<file path="src/lsad_pkg.sv">
// constants shared by the legacy segment attribute decoder
package lsad_pkg;
    // register indices; byte address is index times four
    localparam logic [7:0] SYSFW_ATTR_IDX   = 8'h59;
    localparam logic [7:0] EXP_C0_C7_IDX    = 8'h5A;
    localparam logic [7:0] EXP_C8_CF_IDX    = 8'h5B;
    localparam logic [7:0] EXP_D0_D7_IDX    = 8'h5C;
    localparam logic [7:0] EXP_D8_DF_IDX    = 8'h5D;
    localparam logic [7:0] FW_EXT_E0_E7_IDX = 8'h5E;
    localparam logic [7:0] FW_EXT_E8_EF_IDX = 8'h5F;
    localparam logic [7:0] STATUS_IDX       = 8'h50;
    localparam logic [7:0] TOP_MEM_IDX      = 8'h51;
    localparam logic [7:0] HOLE_IDX         = 8'h52;
    localparam int         NUM_ATTR_REGS    = 7;
    localparam int         NUM_SEGS         = 13;
    localparam int         SYSFW_SEG        = 12;
    // field layout inside one nibble
    localparam int         NIBBLE_W         = 4;
    localparam int         RE_BIT           = 0;
    localparam int         WE_BIT           = 1;
    localparam int         CE_BIT           = 2;
    localparam logic [7:0] ATTR_WMASK       = 8'h77;
    localparam logic [7:0] SYSFW_WMASK      = 8'h70;
    localparam logic [7:0] ATTR_RESET       = 8'h00;
    // own control registers
    localparam int         HOLE_EN_BIT      = 0;
    localparam int         HOLE_START_LSB   = 8;
    localparam int         HOLE_END_LSB     = 16;
    localparam logic [31:0] HOLE_WMASK      = 32'h00FFFF01;
    localparam logic [31:0] HOLE_RESET      = 32'h00000000;
    localparam logic [7:0] TOP_MEM_RESET    = 8'h00;
    // address map below one megabyte
    localparam logic [19:0] VIDEO_BASE      = 20'hA0000;
    localparam logic [19:0] EXP_BASE        = 20'hC0000;
    localparam logic [3:0]  SYSFW_NIB       = 4'hF;
    localparam int          SEG_LSB         = 14;

    typedef enum logic [1:0] {
        LSAD_REG_LOW   = 2'b00,
        LSAD_REG_VIDEO = 2'b01,
        LSAD_REG_ATTR  = 2'b10,
        LSAD_REG_EXT   = 2'b11
    } lsad_region_t;
endpackage

</file>
<file path="src/lsad_attr_if.sv">
// per-segment attribute nibbles carried from the registers to the lookups
`timescale 1ns/1ps
interface lsad_attr_if;
    logic [3:0] seg_attr [lsad_pkg::NUM_SEGS];
    modport owner  (output seg_attr);
    modport reader (input  seg_attr);
endinterface

</file>
<file path="src/lsad_top.sv">
// legacy segment attribute decoder: registers, cpu routing, pci claim
`timescale 1ns/1ps
module lsad_top (
    input  wire logic        clk_i,
    input  wire logic        rst_i,
    input  wire logic        wb_cyc_i,
    input  wire logic        wb_stb_i,
    input  wire logic        wb_we_i,
    input  wire logic [9:0]  wb_adr_i,
    input  wire logic [3:0]  wb_sel_i,
    input  wire logic [31:0] wb_dat_i,
    output logic      [31:0] wb_dat_o,
    output logic             wb_ack_o,
    input  wire logic        cpu_req_i,
    input  wire logic [31:0] cpu_addr_i,
    input  wire logic        cpu_write_i,
    input  wire logic        cpu_code_i,
    output logic             cpu_valid_o,
    output logic             cpu_to_mem_o,
    output logic             cpu_to_pci_o,
    output logic             cpu_l1_cache_o,
    input  wire logic        pci_req_i,
    input  wire logic [31:0] pci_addr_i,
    input  wire logic        pci_write_i,
    output logic             pci_valid_o,
    output logic             pci_claim_o
);
    // ************************************************************
    // register storage
    // ************************************************************
    logic [7:0]  attr_regs [lsad_pkg::NUM_ATTR_REGS];
    logic [7:0]  top_mem;
    logic [31:0] hole_ctrl;
    logic [7:0]  bus_idx;
    logic [2:0]  attr_sel;
    logic        attr_hit;
    logic        bus_req;
    logic        bus_write;
    logic [31:0] next_rdata;

    assign bus_idx   = wb_adr_i[9:2];
    assign bus_req   = wb_cyc_i & wb_stb_i;
    assign attr_sel  = 3'(bus_idx - lsad_pkg::SYSFW_ATTR_IDX);
    assign attr_hit  = (bus_idx >= lsad_pkg::SYSFW_ATTR_IDX)
                     & (bus_idx <= lsad_pkg::FW_EXT_E8_EF_IDX);
    // a write lands at the edge where the master sees ack
    assign bus_write = bus_req & wb_we_i & wb_ack_o & wb_sel_i[0];

    // ************************************************************
    // wishbone answer: one wait state, unmapped reads return zero
    // ************************************************************
    always_ff @(posedge clk_i) begin
        if (rst_i) begin
            wb_ack_o <= 1'b0;
        end else begin
            wb_ack_o <= bus_req & ~wb_ack_o;
        end
    end

    always_ff @(posedge clk_i) begin
        if (rst_i) begin
            wb_dat_o <= 32'h00000000;
        end else if (bus_req & ~wb_ack_o) begin
            wb_dat_o <= next_rdata;
        end
    end

    always_comb begin
        next_rdata = 32'h00000000;
        if (attr_hit) begin
            next_rdata = {24'h000000, attr_regs[attr_sel]};
        end else if (bus_idx == lsad_pkg::STATUS_IDX) begin
            next_rdata = {27'h0000000, pci_claim_o, pci_valid_o,
                          cpu_l1_cache_o, cpu_to_pci_o, cpu_to_mem_o};
        end else if (bus_idx == lsad_pkg::TOP_MEM_IDX) begin
            next_rdata = {24'h000000, top_mem};
        end else if (bus_idx == lsad_pkg::HOLE_IDX) begin
            next_rdata = hole_ctrl;
        end
    end

    // ************************************************************
    // attribute registers
    // ************************************************************
    // reserved bits never store, so they always read back zero
    always_ff @(posedge clk_i) begin
        if (rst_i) begin
            for (int i = 0; i < lsad_pkg::NUM_ATTR_REGS; i++) begin
                attr_regs[i] <= lsad_pkg::ATTR_RESET;
            end
        end else if (bus_write & attr_hit) begin
            if (attr_sel == 3'h0) begin
                attr_regs[attr_sel] <= wb_dat_i[7:0] & lsad_pkg::SYSFW_WMASK;
            end else begin
                attr_regs[attr_sel] <= wb_dat_i[7:0] & lsad_pkg::ATTR_WMASK;
            end
        end
    end

    always_ff @(posedge clk_i) begin
        if (rst_i) begin
            top_mem   <= lsad_pkg::TOP_MEM_RESET;
            hole_ctrl <= lsad_pkg::HOLE_RESET;
        end else if (bus_write & (bus_idx == lsad_pkg::TOP_MEM_IDX)) begin
            top_mem   <= wb_dat_i[7:0];
        end else if (bus_write & (bus_idx == lsad_pkg::HOLE_IDX)) begin
            hole_ctrl <= wb_dat_i & lsad_pkg::HOLE_WMASK;
        end
    end

    // ************************************************************
    // segment fields: two per register, firmware in the top nibble
    // ************************************************************
    lsad_attr_if attr_bus ();

    genvar g;
    generate
        for (g = 0; g < lsad_pkg::NUM_SEGS - 1; g++) begin : g_seg
            // low nibble is the lower segment of each pair
            assign attr_bus.seg_attr[g] =
                attr_regs[g / 2 + 1][(g % 2) * lsad_pkg::NIBBLE_W +: 4];
        end
    endgenerate
    assign attr_bus.seg_attr[lsad_pkg::SYSFW_SEG] = attr_regs[0][7:4];

    // ************************************************************
    // cpu cycle routing
    // ************************************************************
    lsad_pkg::lsad_region_t cpu_region;
    logic [3:0]             cpu_field;
    logic                   next_cpu_mem;
    logic                   next_cpu_pci;
    logic                   next_cpu_l1;

    // lookup is combinational on live registers, so a new field governs
    // the very next cycle; the cost is one more level before the flops
    lsad_seg_lookup u_cpu_lookup (
        .addr_i   (cpu_addr_i),
        .attr     (attr_bus),
        .region_o (cpu_region),
        .field_o  (cpu_field)
    );

    // each segment maps only onto its own dram, so disabled ones fall through to pci
    lsad_route_decode u_cpu_route (
        .region_i (cpu_region),
        .field_i  (cpu_field),
        .write_i  (cpu_write_i),
        .code_i   (cpu_code_i),
        .to_mem_o (next_cpu_mem),
        .to_pci_o (next_cpu_pci),
        .l1_o     (next_cpu_l1)
    );

    always_ff @(posedge clk_i) begin
        if (rst_i) begin
            cpu_valid_o    <= 1'b0;
            cpu_to_mem_o   <= 1'b0;
            cpu_to_pci_o   <= 1'b0;
            cpu_l1_cache_o <= 1'b0;
        end else begin
            cpu_valid_o <= cpu_req_i;
            if (cpu_req_i) begin
                cpu_to_mem_o   <= next_cpu_mem;
                cpu_to_pci_o   <= next_cpu_pci;
                cpu_l1_cache_o <= next_cpu_l1;
            end
        end
    end

    // ************************************************************
    // pci master claim
    // ************************************************************
    lsad_pkg::lsad_region_t pci_region;
    logic [3:0]             pci_field;
    logic                   pci_in_hole;
    logic                   next_pci_claim;

    lsad_seg_lookup u_pci_lookup (
        .addr_i   (pci_addr_i),
        .attr     (attr_bus),
        .region_o (pci_region),
        .field_o  (pci_field)
    );

    // hole is applied last so it overrides every region, low memory too
    assign pci_in_hole = hole_ctrl[lsad_pkg::HOLE_EN_BIT]
        & (pci_addr_i[31:20] >= {4'h0, hole_ctrl[lsad_pkg::HOLE_START_LSB+:8]})
        & (pci_addr_i[31:20] <  {4'h0, hole_ctrl[lsad_pkg::HOLE_END_LSB+:8]});

    always_comb begin
        next_pci_claim = 1'b0;
        case (pci_region)
            lsad_pkg::LSAD_REG_LOW: begin
                next_pci_claim = 1'b1;
            end
            lsad_pkg::LSAD_REG_VIDEO: begin
                next_pci_claim = 1'b0;
            end
            lsad_pkg::LSAD_REG_ATTR: begin
                next_pci_claim = pci_write_i ? pci_field[lsad_pkg::WE_BIT]
                                             : pci_field[lsad_pkg::RE_BIT];
            end
            default: begin
                next_pci_claim = pci_addr_i[31:20] < {4'h0, top_mem};
            end
        endcase
        if (pci_in_hole) begin
            next_pci_claim = 1'b0;
        end
    end

    always_ff @(posedge clk_i) begin
        if (rst_i) begin
            pci_valid_o <= 1'b0;
            pci_claim_o <= 1'b0;
        end else begin
            pci_valid_o <= pci_req_i;
            pci_claim_o <= pci_req_i & next_pci_claim;
        end
    end

    logic cpu_attr_seg;
    logic pci_attr_seg;
    assign cpu_attr_seg = cpu_req_i & (cpu_region == lsad_pkg::LSAD_REG_ATTR);
    assign pci_attr_seg = pci_req_i & (pci_region == lsad_pkg::LSAD_REG_ATTR);
endmodule

</file>
<file path="src/lsad_seg_lookup.sv">
// address to region class and segment attribute nibble
`timescale 1ns/1ps
module lsad_seg_lookup (
    input  wire logic [31:0]           addr_i,
    lsad_attr_if.reader                attr,
    output lsad_pkg::lsad_region_t     region_o,
    output logic [3:0]                 field_o
);
    always_comb begin
        region_o = lsad_pkg::LSAD_REG_EXT;
        field_o  = 4'h0;
        if (addr_i[31:20] != 12'h000) begin
            region_o = lsad_pkg::LSAD_REG_EXT;
        end else if (addr_i[19:0] < lsad_pkg::VIDEO_BASE) begin
            region_o = lsad_pkg::LSAD_REG_LOW;
        end else if (addr_i[19:0] < lsad_pkg::EXP_BASE) begin
            region_o = lsad_pkg::LSAD_REG_VIDEO;
        end else if (addr_i[19:16] == lsad_pkg::SYSFW_NIB) begin
            region_o = lsad_pkg::LSAD_REG_ATTR;
            field_o  = attr.seg_attr[lsad_pkg::SYSFW_SEG];
        end else begin
            // C0000..EFFFF: bits 17:14 give segments 0..11 directly
            region_o = lsad_pkg::LSAD_REG_ATTR;
            field_o  = attr.seg_attr[addr_i[lsad_pkg::SEG_LSB+:4]];
        end
    end
endmodule

</file>
<file path="src/lsad_route_decode.sv">
// cpu cycle routing and first-level cacheability from one attribute nibble
`timescale 1ns/1ps
module lsad_route_decode (
    input  lsad_pkg::lsad_region_t region_i,
    input  wire logic [3:0]        field_i,
    input  wire logic              write_i,
    input  wire logic              code_i,
    output logic                   to_mem_o,
    output logic                   to_pci_o,
    output logic                   l1_o
);
    logic re;
    logic we;
    logic ce;
    assign re = field_i[lsad_pkg::RE_BIT];
    assign we = field_i[lsad_pkg::WE_BIT];
    assign ce = field_i[lsad_pkg::CE_BIT];

    always_comb begin
        to_mem_o = 1'b0;
        to_pci_o = 1'b0;
        l1_o     = 1'b0;
        case (region_i)
            lsad_pkg::LSAD_REG_LOW: begin
                to_mem_o = 1'b1;
                l1_o     = 1'b1;
            end
            lsad_pkg::LSAD_REG_VIDEO: begin
                to_pci_o = 1'b1;
            end
            lsad_pkg::LSAD_REG_ATTR: begin
                // disabled, read-only write and write-only read all fall to pci
                to_mem_o = write_i ? we : re;
                to_pci_o = write_i ? ~we : ~re;
                // read-only areas cache code fetches only; ce ignored when re is low
                l1_o     = ~write_i & ce & re & (we | code_i);
            end
            default: begin
                to_mem_o = 1'b0;
            end
        endcase
    end
endmodule

</file>
<file path="config.mk">
export PLATFORM = sky130hd
export DESIGN_NAME = lsad_top
export DESIGN_NICKNAME = d
export VERILOG_FILES = /design/src/lsad_pkg.sv /design/src/lsad_attr_if.sv /design/src/lsad_top.sv /design/src/lsad_seg_lookup.sv /design/src/lsad_route_decode.sv
export SDC_FILE = /design/constraint.sdc
export NUM_CORES = 1
export LEC_CHECK = 0
export BUFFER_PORTS_ARGS = -buffer_cell sky130_fd_sc_hd__buf_2
export CAP_MARGIN = 20
export CORE_MARGIN = 2
export CORE_UTILIZATION = 53
export DETAILED_ROUTE_END_ITERATION = 10
export MAX_ROUTING_LAYER = met4
export PLACE_DENSITY = 0.78
export SETUP_SLACK_MARGIN = 0.4
export SYNTH_ARGS = -nofsm -noshare
export SYNTH_HDL_FRONTEND = slang
export SYNTH_HIERARCHICAL = 1
export SYNTH_SLANG_ARGS = --single-unit
</file>
<file path="constraint.sdc">
create_clock -name clk_i -period 4.2 [get_ports clk_i]
set_input_delay 0.21 -clock clk_i [delete_from_list [all_inputs] [get_ports clk_i]]
set_output_delay 0.21 -clock clk_i [all_outputs]
set_load 0.005 [all_outputs]
</file>
==> run metrics, run 1 <==
R2R Setup Slk 1.77 ns; number of max-cap violations 0; Die X 110.7 um; Synth Warn # 6; post-route ant nets 0; total number of vias 5052; worst hold path class in -> reg; Routed WL per cell 19.65 um; CTS Sinks 104; area occupied by multi-input gates 3188 sq um; FMAX 0.3396 GHz; Initial Util 0.5494; hold buffers post-CTS 0; status complete, no violations; CP Data Required Time 4.22 ns; Crit Path Max Fanout 19; CP startpoint wb_adr_i[2]; Cells after Synth 578; pre-CTS setup slack 0.9533 ns; RSZ-0062 raised after global routing false; Worst setup SP type input port; vias in the first global route 5050; Peak VDD IR 0.2016 mV; Reg clk slew, reported paths 0.07 ns; worst reg2reg endpoint attr_regs[0][4]; routability cong. 1.056; final hold vios 0; final worst path period need 2.945 ns; syn_area_per_cell 10.44 sq um; Hold Crit Depth 3; # setup viols final 0; Clock Tree Root clkbuf_16; Slew headroom 0.2981; largest net degree at the start of global routing 68; Fill cells 859; crit path kind in -> reg; Worst Reg-to-Reg Cells 4; CTS buffer count 9; cts repair resizes 0; all-layer global routing usage 0.2711; Critical path destination attr_regs[0][4]; total chip power 0.002172 W; leakage 2.745 nW; CTS tree yes; I/O Pins 159; HP Start wb_dat_i[14]; share of layout cells above drive strength 1 0.2396; HPWL Detailed 11780 um; Setup Total Neg Slack 0 ns; Final period util 0.7012; crit path DAT 2.97 ns; first-pass GRT wire length 25700 um; GRT overflow 0; Worst setup EP type flop; core area 10980 sq um; Clock Skew 0.006571 ns; worst-path cell chain buf_2 > ha_1 > nor3b_2 > or4_4 > or3_4 > nand2b_1; CTS H-tree lvls 3; die area 12260 sq um; worst setup margin 1.255 ns; pwr dens 315.4 nW/um^2; later-pin clock latency in the skew report 0.35 ns; reg2reg start wb_ack_o; DR vias/cell 6.214; Slew @ Worst Pin 1.045 ns; routed wire length 15980 um; fin nets 816; initial antenna violation count 1; slowest CP cell or4_4; setup bufs post-CTS 0; mapped cell area 6035 sq um; Die Y 110.7 um; Pins Over Slew Limit 0; row count 38; PortBufs 109; FF/Latch Area 2502 sq um; largest stage delay on the critical path 0.71 ns; DRC viols 0; Iteration-0 DRC Markers 617; post-layout util 0.6270; worst-case clock buffer depth 2; Pre-antenna DRT Iters 5; Syn-to-layout area delta 14.12%
-- power by group --
part           switching, W  internal (W)  total, W
registers         0.0000111       0.00106   0.00107
logic              0.000142      0.000100  0.000243
clock network      0.000391      0.000469  0.000859
total              0.000544       0.00163   0.00217
-- flip-flops by register name (all words and copies together), names as in the netlist, 8 cells and up --
register   flops
attr_regs     48
wb_dat_o      24
hole_ctrl     17
top_mem        8
-- layout make-up --
type | count | share of cell area
clock buffers | 9 | 0.03270
inverters | 31 | 0.01690
diodes | 1 | 0.0003634
flip-flops and latches | 104 | 0.3634
multi-input cells | 405 | 0.4629
clock inverters | 7 | 0.01145
repair buffers | 116 | 0.08685
well taps | 140 | 0.02544
-- layout by cell type, fill, tap and decap left out, types with 11 or more instances in the layout --
master	n
nand2_1	25
o22ai_1	11
inv_1	31
mux4_2	12
and2_1	27
nand2b_1	15
ha_1	29
edfxtp_1	42
o21ai_1	21
a21oi_1	40
buf_2	109
nand3_1	33
mux4_1	15
nor2_1	42
o21ai_0	11
mux2i_1	15
dfxtp_1	62
a22oi_1	18
-- worst max-delay path: cells and delay by family --
family                     cells  cell delay, ns
and+or+nand+nor                4            1.63
buffers and inverters          1            0.44
adders and majority gates      1            0.67
-- per-layer routing --
metal	part of all wire	vias to the layer above	global-route usage
met5	0	-	-
met4	0.024	0	0.09667
met3	0.098	35	0.05522
met2	0.46	298	0.4168
met1	0.42	2386	0.3601
li1	-	2333	-
-- how the worst min path moves through the flow --
stage / end / slack, ns
after floorplan: pci_valid_o / 0.29
after global placement: wb_dat_o[7] / 0.44
after detailed placement: wb_dat_o[3] / 0.45
after CTS: hole_ctrl[14] / 0.09
after global routing: hole_ctrl[14] / 0.10
final: hole_ctrl[14] / 0.11
-- per-stage QoR --
step | area, sq um | hold WS, ns | cells
2_1_floorplan | 6061 | 0.2933 | 585
3_3_place_gp | 6580 | 0.4382 | 796
3_5_place_dp | 6580 | 0.4453 | 796
4_1_cts | 6884 | 0.09453 | 812
5_1_grt | 6887 | 0.1044 | 813
6_report | 6887 | 0.1054 | 813
Power figures use the tool's default switching activity.
==> run 2: changes to the inputs <==
ABC_AREA = 1   (was default)
CORE_UTILIZATION = 50   (was 53)
PLACE_DENSITY = 0.76   (was 0.78)
clock period = 2.7 ns   (was 4.2 ns; I/O delays follow)
==> run 2 against run 1 <==
Sequential power grew 57%. Clock skew rose by 0.0051 ns. Largest power group unchanged. Setup slack worse by 0.57 ns. Largest cell class unchanged.
==> run metrics, run 2 <==
status complete, no violations; Setup Total Neg Slack 0 ns (unchanged); number of max-cap violations 0 (unchanged); Slew headroom 0.5435 (+0.2454); Clock power frac 0.381 (-0.015); Die Y 116.9 um (+5.6%); Reg with most FFs attr_regs; met2 Usage GRT 0.3873 (-0.02949); CTS buffer count 9 (unchanged); final hold vios 0 (unchanged); Cells after Synth 886 (+53%); I/O Pins 159 (unchanged); Worst setup EP type flop; die area 13660 sq um (+11%); WP buf/inv 1 (unchanged); worst-path cell chain nand3_1 > nor2_2 > nand2_1 > o21ai_1 > inv_1 > nor3_2; crit path DAT 2.00 ns (-0.97 ns); grt met1 use 0.3359 (-0.02414); share of layout cells above drive strength 1 0.1789 (-0.06065); vias in the first global route 5218 (+3.3%); RSZ-0062 raised after global routing false; Crit Path Max Fanout 6 (-13); Synth Warn # 6 (unchanged); initial antenna violation count 3 (+2); row count 41 (+7.9%); worst hold path class in -> reg; largest net degree at the start of global routing 37 (-46%); GRT Max-Usage Layer met2; total chip power 0.003393 W (+56%); Comb pwr share 0.124 (+0.012); Syn-to-layout area delta 13.50%; Peak VDD IR 0.2894 mV (+44%); Placed Cells 1133 (+42%); routability cong. 0.9312 (-12%); worst-case clock buffer depth 2 (unchanged); FMAX 0.4973 GHz; post-route ant nets 0 (unchanged); # setup viols final 0 (unchanged); CTS H-tree lvls 3 (unchanged); total number of vias 5901 (+17%); switching power total 0.0009298 W (+71%); all-layer global routing usage 0.2535 (-0.01765); met3 Resource Use GR 0.05407 (-0.001153); DRC viols 0 (unchanged); DR vias/cell 5.118 (-18%); Initial Util 0.5088 (-0.04065); Non-Filler Instances 1153 (+42%); core area 12520 sq um (+14%); fin nets 1122 (+38%); CP Data Required Time 2.69 ns (-1.53 ns); Worst setup SP type flop; Sequential Power Share 0.494 (about the same); syn_area_per_cell 7.188 sq um (-31%); Net Sw Frac 0.2740 (+0.02364); routed wire length 16410 um (+2.7%); Fill cells 1204 (+40%); Pre-antenna DRT Iters 5 (unchanged); Routed WL per cell 14.23 um (-28%); Clock Skew 0.01170 ns (+0.005127 ns); largest stage delay on the critical path 0.41 ns (-0.30 ns); CTS tree yes; CTS Sinks 104 (unchanged); pwr dens 469.4 nW/um^2 (+49%); Iteration-0 DRC Markers 452 (-27%); Clock Tree Root clkbuf_16; slowest CP cell nor3_2; leakage 3.237 nW (+18%); GRT overflow 0 (unchanged); Reg clk slew, reported paths 0.08 ns (about the same); first-pass GRT wire length 25830 um (+0.51%); PortBufs 109 (unchanged); final worst path period need 2.011 ns; HPWL Detailed 12680 um (+7.7%); Worst Reg-to-Reg Cells 6 (+2); Pins Over Slew Limit 0 (unchanged); crit path kind reg -> reg; critical path's top delay family simple AND/OR/NAND/NOR gates; commonest cells after routing, fill and taps aside nand2_1, nor2_1, inv_1, buf_2, nand3_1; mapped cell area 6369 sq um (+5.5%); max reg flops 48 (unchanged); Hold Crit Depth 3 (unchanged); Die X 116.9 um (+5.6%); later-pin clock latency in the skew report 0.36 ns (about the same); Levels on crit path 6 (unchanged); Pint 0.002463 W (+51%); cts repair resizes 0 (unchanged); Final period util 0.7448; biggest regs attr_regs: 48 flops, wb_dat_o: 24 flops, hole_ctrl: 17 flops; most common cell after layout, fill and taps aside nand2_1; Slew @ Worst Pin 0.6841 ns (-0.3610 ns)
==> run 2: final timing paths <==
check / start / endpoint / slack [ns]
worst max register to register: wb_ack_o / attr_regs[5][5] / 0.69
worst min-delay path: wb_dat_i[14] / hole_ctrl[14] / 0.03
worst max-delay path: wb_ack_o / attr_regs[5][5] / 0.69
worst min register to register: wb_dat_o[16] / wb_dat_o[16] / 0.47
==> run 2: cell type report <==
cell class,instances,area [sq um],area share
diodes,3,7.507,0.001039
clock buffers,9,225.2,0.03116
clock inverters,7,72.57,0.01004
inverters,126,483.0,0.06682
multi-input cells,611,3084,0.4267
flip-flops and latches,104,2502,0.3462
well taps,172,215.2,0.02977
repair buffers,121,638.1,0.08828
==> run 2: tightest hold or removal path, stage by stage <==
cell	delay, ns
buf_2	0.07
o21ai_1	0.05
a21oi_1	0.09
==> run 2: timing repair <==
item                       CTS  global route
hold buffers                 1             0
hold endpoints to repair     1             0
buffers inserted             0             0
setup endpoints to repair    0             0
==> run 2: stage by stage <==
| step | utilization | area (sq um) | hold WS, ns | setup slack, ns |
|---|---|---|---|---|
| global placement | 0.5523 | 6913 | 0.3894 | 0.5324 |
| floorplan | - | 6400 | 0.2144 | 0.4581 |
| global route | 0.5775 | 7228 | 0.04655 | 0.5399 |
| finish | 0.5775 | 7228 | 0.03401 | 0.6891 |
| detailed placement | 0.5523 | 6913 | 0.3858 | 0.4976 |
| CTS | 0.5769 | 7221 | 0.02601 | 0.6953 |
==> run 2: power by group through the flow <==
stage          registers (W)  logic, W  clock network (W)
2_1_floorplan        0.00170  0.000289                  0
3_3_place_gp         0.00171  0.000407                  0
3_5_place_dp         0.00171  0.000415                  0
4_1_cts              0.00168  0.000419            0.00131
5_1_grt              0.00168  0.000475            0.00137
6_report             0.00168  0.000422            0.00129
==> run 2: routing by layer <==
layer / wire [um] / part of all wire / vias to the layer above
met5: 0 / 0 / -
met4: 301 / 0.018 / 0
met3: 1341 / 0.082 / 23
met2: 7607 / 0.46 / 227
met1: 7156 / 0.44 / 2643
li1: - / - / 3008
